## config.mk

```make
export PLATFORM = sky130hd
export DESIGN_NAME = otsb_ctrl
export DESIGN_NICKNAME = d
export VERILOG_FILES = /design/src/rtl/otsb_ctrl.v
export VERILOG_INCLUDE_DIRS = /design/src /design/src/rtl
export SDC_FILE = /design/constraint.sdc
export NUM_CORES = 1
export LEC_CHECK = 0
export BUFFER_PORTS_ARGS = -buffer_cell sky130_fd_sc_hd__buf_2
export CAP_MARGIN = 15
export CORE_ASPECT_RATIO = 0.7
export CORE_MARGIN = 5
export CORE_UTILIZATION = 50
export CTS_BUF_LIST = sky130_fd_sc_hd__clkbuf_4 sky130_fd_sc_hd__clkbuf_8
export DETAILED_ROUTE_END_ITERATION = 8
export MAX_ROUTING_LAYER = met4
export PLACE_DENSITY = 0.71
export SYNTH_ARGS = -nofsm -noshare
export SYNTH_HDL_FRONTEND = slang
export SYNTH_SLANG_ARGS = --single-unit
```

## constraint.sdc

```tcl
create_clock -name clk_sys -period 23.4 [get_ports clk_sys]
set_clock_uncertainty 0.05 [all_clocks]
set_input_delay 2.34 -clock clk_sys [delete_from_list [all_inputs] [get_ports clk_sys]]
set_output_delay 2.34 -clock clk_sys [all_outputs]
set_load 0.01 [all_outputs]
```

## src/rtl/otsb_regs.vh

```
// constants and timing counts for the overtake speed boost controller
// Notes on behaviour
// - second higher cap, limited time per period
// - period starts counting when settings programmed
// - 8, 12, 24 hour periods also refill midnight
// - other periods refill periodically, no midnight refill
// - full-release-full-release-full pedal within five seconds
// - no overspeed within 20 seconds disarms
// - armed overspeed raises cap by extra margin
// - budget consumed only while above normal cap
// - dropping below cap deactivates; rearm needed
// - only foot pedal arms the feature
// - cruise untouched; only off switch cancels it
// - lamp flashes one minute before rampdown
// - rampdown takes five seconds unless speed falls to cap or feature drops out
// - expiry flashes lamp, fault lamp is steady
// - non-shutdown fault keeps feature, lamp steady after
// - stop-engine fault overrides, boost unavailable
// - repeated passes until budget gone, then refill
// - zero budget or zero margin disables feature
// - period 1 to 24 hours, default 8
// - larger of economy bonus and margin applies
`ifndef OTSB_REGS_VH
`define OTSB_REGS_VH
`define OTSB_CLK_HZ 32'h01312d00
`define OTSB_SEC_CYC (`OTSB_CLK_HZ)
`define OTSB_ARM_WIN_S 32'h00000005
`define OTSB_ACCEL_WIN_S 32'h00000014
`define OTSB_WARN_S 16'h003c
`define OTSB_RAMP_S 32'h00000005
`define OTSB_FLASH_HALF_CYC (`OTSB_CLK_HZ / 32'h00000002)
`define OTSB_PERIOD_DEF 5'h08
`define OTSB_PERIOD_MIN 5'h01
`define OTSB_PERIOD_MAX 5'h18
`define OTSB_MARGIN_MAX 8'hfa
`define OTSB_SEC_PER_HOUR 32'h00000e10
`endif

```

## src/rtl/otsb_ctrl.v

```verilog
// overtake speed boost controller: arming, budget, refill, lamp, ramp
`include "otsb_regs.vh"
module otsb_ctrl #(
  parameter SEC_CYC = `OTSB_SEC_CYC,
  parameter FLASH_HALF_CYC = `OTSB_FLASH_HALF_CYC
) (
  // clock and reset
  input wire clk_sys,
  input wire srst,
  // settings
  input wire overtake_boost_enable,
  input wire [15:0] overtake_time_budget,
  input wire [4:0] budget_refill_period,
  input wire [7:0] extra_speed_margin,
  input wire settings_load,
  input wire [7:0] economy_bonus,
  // vehicle inputs
  input wire [7:0] road_speed_cap,
  input wire [7:0] vehicle_speed,
  input wire foot_pedal_full,
  input wire foot_pedal_released,
  input wire midnight_tick,
  input wire fault_active,
  input wire stop_engine_fault,
  // outputs
  output reg [7:0] speed_limit_r,
  output reg amber_alert_lamp_r,
  output reg boost_armed_r,
  output reg boost_active_r,
  output reg [15:0] budget_left_r
);
  // main states
  localparam [1:0] S_IDLE = 2'h0;
  localparam [1:0] S_ARMED = 2'h1;
  localparam [1:0] S_BOOST = 2'h2;
  localparam [1:0] S_RAMP = 2'h3;
  // pedal gesture steps
  localparam [2:0] P_WAIT = 3'h0;
  localparam [2:0] P_FULL1 = 3'h1;
  localparam [2:0] P_REL1 = 3'h2;
  localparam [2:0] P_FULL2 = 3'h3;
  localparam [2:0] P_REL2 = 3'h4;
  localparam [2:0] P_DONE = 3'h5;
  // cycle counts
  localparam [31:0] ARM_CYC = `OTSB_ARM_WIN_S * SEC_CYC;
  localparam [31:0] ACC_CYC = `OTSB_ACCEL_WIN_S * SEC_CYC;
  localparam [31:0] RAMP_CYC = `OTSB_RAMP_S * SEC_CYC;
  localparam [31:0] SEC_M1 = SEC_CYC - 32'h00000001;
  localparam [31:0] FLASH_M1 = FLASH_HALF_CYC - 32'h00000001;

  // registers and their next values
  reg [1:0] st_r;
  reg [1:0] st_nxt;
  reg [2:0] ped_r;
  reg [2:0] ped_nxt;
  reg [31:0] ped_cnt_r;
  reg [31:0] ped_cnt_nxt;
  reg [31:0] tmr_r;
  reg [31:0] tmr_nxt;
  reg [31:0] sec_cnt_r;
  reg [31:0] sec_cnt_nxt;
  reg [31:0] per_sec_r;
  reg [31:0] per_sec_nxt;
  reg [4:0] period_r;
  reg [4:0] period_nxt;
  reg [15:0] budget_left_nxt;
  reg [7:0] ramp_add_r;
  reg [7:0] ramp_add_nxt;
  reg [31:0] flash_cnt_r;
  reg [31:0] flash_cnt_nxt;
  reg flash_r;
  reg flash_nxt;
  reg [7:0] speed_limit_nxt;
  reg amber_alert_lamp_nxt;
  reg boost_armed_nxt;
  reg boost_active_nxt;
  // combinational helpers
  reg [7:0] boost_add;
  reg [8:0] lim_sum;

  // decoded conditions
  wire sec_tick;
  wire [4:0] period_ok;
  wire [31:0] period_sec;
  wire feat_ok;
  wire over_cap;
  wire period_end;
  wire mid_ok;
  wire refill;
  wire [7:0] margin;
  wire warn;
  wire gesture_done;
  wire ped_timeout;
  wire [39:0] ramp_prod;
  wire [39:0] ramp_drop;

  assign sec_tick = (sec_cnt_r == SEC_M1);
  assign period_ok = (budget_refill_period < `OTSB_PERIOD_MIN || budget_refill_period > `OTSB_PERIOD_MAX)
    ? `OTSB_PERIOD_DEF : budget_refill_period;
  assign period_sec = {27'h0000000, period_r} * `OTSB_SEC_PER_HOUR;
  assign feat_ok = overtake_boost_enable && overtake_time_budget != 16'h0000
    && extra_speed_margin != 8'h00 && !stop_engine_fault;
  assign over_cap = vehicle_speed > road_speed_cap;
  assign period_end = sec_tick && (per_sec_r + 32'h00000001 >= period_sec);
  assign mid_ok = (period_r == 5'h08 || period_r == 5'h0c || period_r == 5'h18) && midnight_tick;
  assign refill = period_end || mid_ok;
  assign margin = (extra_speed_margin > `OTSB_MARGIN_MAX) ? `OTSB_MARGIN_MAX : extra_speed_margin;
  assign warn = (st_r == S_BOOST) && (budget_left_r <= `OTSB_WARN_S);
  assign gesture_done = (ped_r == P_DONE);
  assign ped_timeout = (ped_r != P_WAIT) && (ped_cnt_r >= ARM_CYC);
  // fixed length, so step size scales with margin
  assign ramp_prod = {8'h00, tmr_r} * {32'h00000000, margin};
  assign ramp_drop = ramp_prod / {8'h00, RAMP_CYC};

  // one second enable pulse
  always @* begin
    sec_cnt_nxt = sec_cnt_r + 32'h00000001;
    if (sec_tick) begin
      sec_cnt_nxt = 32'h00000000;
    end
  end

  // period timer restarts at programming, not at ignition
  always @* begin
    per_sec_nxt = per_sec_r;
    period_nxt = period_r;
    if (settings_load) begin
      per_sec_nxt = 32'h00000000;
      period_nxt = period_ok;
    end else if (period_end) begin
      per_sec_nxt = 32'h00000000;
    end else if (sec_tick) begin
      per_sec_nxt = per_sec_r + 32'h00000001;
    end
  end

  // pedal gesture from foot pedal only; cruise switches never reach here
  always @* begin
    ped_nxt = ped_r;
    ped_cnt_nxt = ped_cnt_r;
    if (ped_r != P_WAIT) begin
      ped_cnt_nxt = ped_cnt_r + 32'h00000001;
    end
    if (!feat_ok || ped_timeout) begin
      ped_nxt = P_WAIT;
      ped_cnt_nxt = 32'h00000000;
    end else begin
      case (ped_r)
        P_WAIT: begin
          if (foot_pedal_full) begin
            ped_nxt = P_FULL1;
            ped_cnt_nxt = 32'h00000000;
          end
        end
        P_FULL1: begin
          if (foot_pedal_released) begin
            ped_nxt = P_REL1;
          end
        end
        P_REL1: begin
          if (foot_pedal_full) begin
            ped_nxt = P_FULL2;
          end
        end
        P_FULL2: begin
          if (foot_pedal_released) begin
            ped_nxt = P_REL2;
          end
        end
        P_REL2: begin
          if (foot_pedal_full) begin
            ped_nxt = P_DONE;
          end
        end
        default: begin
          ped_nxt = P_WAIT;
          ped_cnt_nxt = 32'h00000000;
        end
      endcase
    end
  end

  // main state machine and budget
  always @* begin
    st_nxt = st_r;
    tmr_nxt = tmr_r;
    ramp_add_nxt = ramp_add_r;
    budget_left_nxt = budget_left_r;
    // a refill and a spend in one cycle: refill wins
    if (settings_load || refill) begin
      budget_left_nxt = overtake_time_budget;
    end else if (st_r == S_BOOST && over_cap && sec_tick && budget_left_r != 16'h0000) begin
      budget_left_nxt = budget_left_r - 16'h0001;
    end
    case (st_r)
      S_IDLE: begin
        tmr_nxt = 32'h00000000;
        if (feat_ok && gesture_done && budget_left_r != 16'h0000) begin
          st_nxt = S_ARMED;
        end
      end
      S_ARMED: begin
        tmr_nxt = tmr_r + 32'h00000001;
        if (!feat_ok || tmr_r >= ACC_CYC) begin
          st_nxt = S_IDLE;
        end else if (over_cap) begin
          st_nxt = S_BOOST;
        end
      end
      S_BOOST: begin
        tmr_nxt = 32'h00000000;
        ramp_add_nxt = margin;
        if (!feat_ok) begin
          st_nxt = S_IDLE;
        end else if (!over_cap) begin
          st_nxt = S_IDLE;
        end else if (budget_left_r == 16'h0000) begin
          st_nxt = S_RAMP;
        end
      end
      S_RAMP: begin
        tmr_nxt = tmr_r + 32'h00000001;
        ramp_add_nxt = margin - ramp_drop[7:0];
        // stop fault or disable ends the ramp at once
        if (tmr_r >= RAMP_CYC || !over_cap || !feat_ok) begin
          st_nxt = S_IDLE;
        end
      end
      default: begin
        st_nxt = S_IDLE;
      end
    endcase
  end

  // limit: cruise never touched here, only the cap moves
  always @* begin
    boost_add = 8'h00;
    if (feat_ok && st_r == S_BOOST) begin
      boost_add = margin;
    end else if (feat_ok && st_r == S_RAMP) begin
      boost_add = ramp_add_r;
    end
    // the two bonuses never add up
    if (economy_bonus > boost_add) begin
      boost_add = economy_bonus;
    end
    lim_sum = {1'h0, road_speed_cap} + {1'h0, boost_add};
    speed_limit_nxt = lim_sum[7:0];
    if (lim_sum[8]) begin
      speed_limit_nxt = 8'hff;
    end
    // flashing wins over steady fault lamp, steady returns after
    amber_alert_lamp_nxt = fault_active;
    if (warn) begin
      amber_alert_lamp_nxt = flash_r;
    end
    boost_armed_nxt = (st_r == S_ARMED);
    // gated like the limit, so flag and cap drop together
    boost_active_nxt = feat_ok && (st_r == S_BOOST || st_r == S_RAMP);
  end

  // flash oscillator, starts lit so the lamp turns on at once
  always @* begin
    flash_cnt_nxt = flash_cnt_r + 32'h00000001;
    flash_nxt = flash_r;
    if (!warn) begin
      flash_cnt_nxt = 32'h00000000;
      flash_nxt = 1'h1;
    end else if (flash_cnt_r == FLASH_M1) begin
      flash_cnt_nxt = 32'h00000000;
      flash_nxt = ~flash_r;
    end
  end

  // all registers, synchronous reset
  always @(posedge clk_sys) begin
    if (srst) begin
      sec_cnt_r <= 32'h00000000;
      per_sec_r <= 32'h00000000;
      period_r <= `OTSB_PERIOD_DEF;
      ped_r <= P_WAIT;
      ped_cnt_r <= 32'h00000000;
      st_r <= S_IDLE;
      tmr_r <= 32'h00000000;
      budget_left_r <= 16'h0000;
      ramp_add_r <= 8'h00;
      flash_cnt_r <= 32'h00000000;
      flash_r <= 1'h1;
      speed_limit_r <= 8'h00;
      amber_alert_lamp_r <= 1'h0;
      boost_armed_r <= 1'h0;
      boost_active_r <= 1'h0;
    end else begin
      sec_cnt_r <= sec_cnt_nxt;
      per_sec_r <= per_sec_nxt;
      period_r <= period_nxt;
      ped_r <= ped_nxt;
      ped_cnt_r <= ped_cnt_nxt;
      st_r <= st_nxt;
      tmr_r <= tmr_nxt;
      budget_left_r <= budget_left_nxt;
      ramp_add_r <= ramp_add_nxt;
      flash_cnt_r <= flash_cnt_nxt;
      flash_r <= flash_nxt;
      speed_limit_r <= speed_limit_nxt;
      amber_alert_lamp_r <= amber_alert_lamp_nxt;
      boost_armed_r <= boost_armed_nxt;
      boost_active_r <= boost_active_nxt;
    end
  end
endmodule // otsb_ctrl

```

==> metrics <==
status finished clean; Netlist cell types 145; hold path cells 1; worst reg2reg path depth 88; net switching power 208 uW; # setup viols final 0; final core occ 67.7%; Critical Path Start Type primary input; CP max stage delay 570 ps; number of global-route vias before repair 31.3k; Detail Route Antenna Nets 0; initial antenna violation count 1; syn_nets 4,343; post-synthesis simple-gate area fraction 28.2%; grt ovf 0; gr usage total 28.2%; crit path max fanout 21; Synth warnings 0; Total Power 804 uW; Comb power frac 10.2%; synthesis-to-layout area growth 34.1%; Num Clock Sinks 206; vias per cell 5.81; Hold WS 440 ps; initial core utilization 50.5%; worst slew pin tran 1110 ps; Flop pwr share 45.0%; DP HPWL 76,100 um; synthesized area 30,300 sq um; Sw Ratio 25.9%; Placer Congestion 1.00; RSZ-0062 raised after global routing yes; fin. max-slew vios 0; syn_area_per_cell 7.64 sq um; Power Dens Cells 19.8 nW/um^2; final WL 97,300 um; Reg2Reg Setup Slack 2110 ps; period utilisation layout 98.1%; cts bufs inserted 34; Compound-Gate Fraction of Synth Area 21.9%; Hold Startpoint flash_cnt_r[0]; Max Clk Rate 43.5 MHz; DRT Pass-1 Iters 8; core box area 60,000 sq um; most used cell, CP buf_4; xor/xnor share of the synthesized area 9.94%; Sequential Area 4120 sq um; Peak VDD IR 0.0000580 V; worst skew pair latency 530 ps; clk slew on worst S/H paths 70 ps; Setup crit end kind register; post-synthesis cell count 3,962; sequential fraction of the synthesis area 13.6%; Worst Hold Endpoint flash_cnt_r[0]; clock share of power 44.9%; max-cap violations 0; Req. time, crit path 23,790 ps; Top Ports 89; vias 33.1k; # port buffers 88; fill count 4,832; CP arrival 23,360 ps; adder-cell share of the synthesized area 18.0%; Worst Setup Path Type in -> reg; H-tree depth 2; layout cells sized above 1 30.2%; min cycle time layout 22,970 ps; Slew headroom 26.2%; Layout Cells excl Fill 5,709; Post-Place Cells 5,580; WL/cell 17.0 um; Seq cells post-synth 206; multi-input logic area 25,800 sq um; largest net degree at the start of global routing 47; Hold Buf Count CTS 0; reg-to-reg startpoint tmr_r[2]; DRC 0; worst r2r dst ramp_add_r[6]; commonest cells after routing, fill and taps aside 958 x buf_4, 430 x nor2_1, 340 x nand2_1; Hold Path Class reg -> reg; die area 65,600 sq um; P_leak 18.2 nW; CTS tree yes; initial DRC count 3,274; post-synthesis async set-or-reset flop share 0%; FP Rows 75; largest family of logic cells by synthesized area simple AND/OR/NAND/NOR gates; number of synthesized flops with an enable pin 0; Internal 596 uW; first-pass GRT wire length 156,000 um; Final Hold Viols 0; post-synthesis mux area share 2.34%; Die Wd 304 um; buffer levels on the longest clock path 3; Layout Nets 5,254; Most used DFF post-synth dfxtp_1; most common library cell in the layout ignoring fill and taps buf_4; CTS Root Cell clkbuf_8; Slowest cell on crit path or4_4; Die Y 216 um
cell type report:
| class | count | area share (%) |
|---|---|---|
| inverters | 248 | 2.30 |
| clock buffers | 46 | 1.51 |
| diodes | 2 | 0.0123 |
| multi-input cells | 3313 | 63.5 |
| repair buffers | 1070 | 19.6 |
| well taps | 808 | 2.49 |
| clock inverters | 16 | 0.422 |
| flip-flops and latches | 206 | 10.2 |
per-stage QoR:
stage | instance area [sq um] | TNS (ps) | worst slack, ps
after floorplan | 30300 | 0 | 33.5
after global placement | 37800 | -1350 | -470
after detailed placement | 37800 | -2680 | -724
after CTS | 38700 | 0 | 1.03
after global routing | 40600 | -1760 | -550
final | 40600 | 0 | 434
synth_stat cells, types with 11 or more instances:
cell	count	area (sq um)
a211oi_1	46	345
a21o_1	42	315
a21oi_1	187	936
a22oi_1	24	180
a311oi_1	19	166
a31oi_1	49	307
and2_1	187	1170
and3_1	110	688
and4_1	16	140
buf_1	11	41.3
buf_2	29	145
buf_4	14	105
clkbuf_1	136	510
dfxtp_1	206	4120
fa_1	185	3700
ha_1	134	1680
inv_1	244	916
mux2i_1	43	430
nand2_1	345	1290
nand2b_1	32	200
nand3_1	135	676
nand4_1	72	450
nor2_1	434	1630
nor2b_1	23	144
nor3_1	107	536
nor3b_1	11	82.6
nor4_1	45	282
o2111ai_1	16	140
o211a_1	14	140
o211ai_1	34	255
o21a_1	25	188
o21ai_0	144	721
o21ai_1	35	175
o21bai_1	18	135
o22ai_1	16	100
o31a_1	14	123
o31ai_1	18	135
or2_2	23	144
or3_1	47	294
or4_1	13	97.6
xnor2_1	161	1410
xor2_1	170	1490
registers in the layout, indices dropped and copies added (netlist names):
name,count
st_r,2
sec_cnt_r,32
ped_cnt_r,32
period_r,5
budget_left_r,16
speed_limit_r,8
per_sec_r,32
flash_r,1
boost_active_r,1
tmr_r,32
amber_alert_lamp_r,1
ped_r,3
flash_cnt_r,32
boost_armed_r,1
ramp_add_r,8
critical path, delay by kind of cell:
| family | cells | cell delay (ps) |
|---|---|---|
| compound gates | 38 | 8490 |
| xor+xnor | 2 | 280 |
| fa+ha+maj | 7 | 3040 |
| buf+inv | 18 | 2480 |
| mux | 5 | 1600 |
| simple gates | 19 | 5090 |
routing by layer:
| metal | part of all wire, % | wire [um] | track usage (%) |
|---|---|---|---|
| met2 | 44 | 42500 | 42.1 |
| met4 | 1.9 | 1880 | 5.56 |
| met3 | 7.8 | 7560 | 4.69 |
| met5 | 0 | 0 | - |
| met1 | 47 | 45400 | 40.5 |
power groups by stage:
stage          registers [mW]  clock network, mW  logic, mW
6_report                0.361              0.361     0.0817
5_1_grt                 0.362              0.383     0.0908
4_1_cts                 0.361              0.365     0.0799
3_5_place_dp            0.369                  0     0.0789
3_3_place_gp            0.369                  0     0.0765
2_1_floorplan           0.371                  0     0.0481
how the worst max path moves through the flow:
stage                     cells past startpoint       endpoint             startpoint
final                                        89  ramp_add_r[6]  extra_speed_margin[3]
after global routing                         97  ramp_add_r[7]  extra_speed_margin[3]
after CTS                                    86  ramp_add_r[7]  extra_speed_margin[3]
after detailed placement                     86  ramp_add_r[7]  extra_speed_margin[3]
after global placement                       91  ramp_add_r[7]  extra_speed_margin[3]
after floorplan                              91  ramp_add_r[7]  extra_speed_margin[7]
cells by family (layout without fill, tap and decap cells):
| family | Yosys count | after routing |
|---|---|---|
| compound gates | 911 | 912 |
| buf+inv | 444 | 1380 |
| xor+xnor | 337 | 337 |
| flops | 206 | 206 |
| mux | 63 | 63 |
| other cells | 0 | 2 |
| simple gates | 1674 | 1674 |
| fa+ha+maj | 327 | 327 |
repair_timing:
action	in CTS	in global routing
setup buffers	5	58
resized for setup	11	266
setup endpoints to repair	4	8
hold endpoints to repair	0	0
cloned	0	1
pin swaps	6	108
Power figures use the tool's default switching activity.
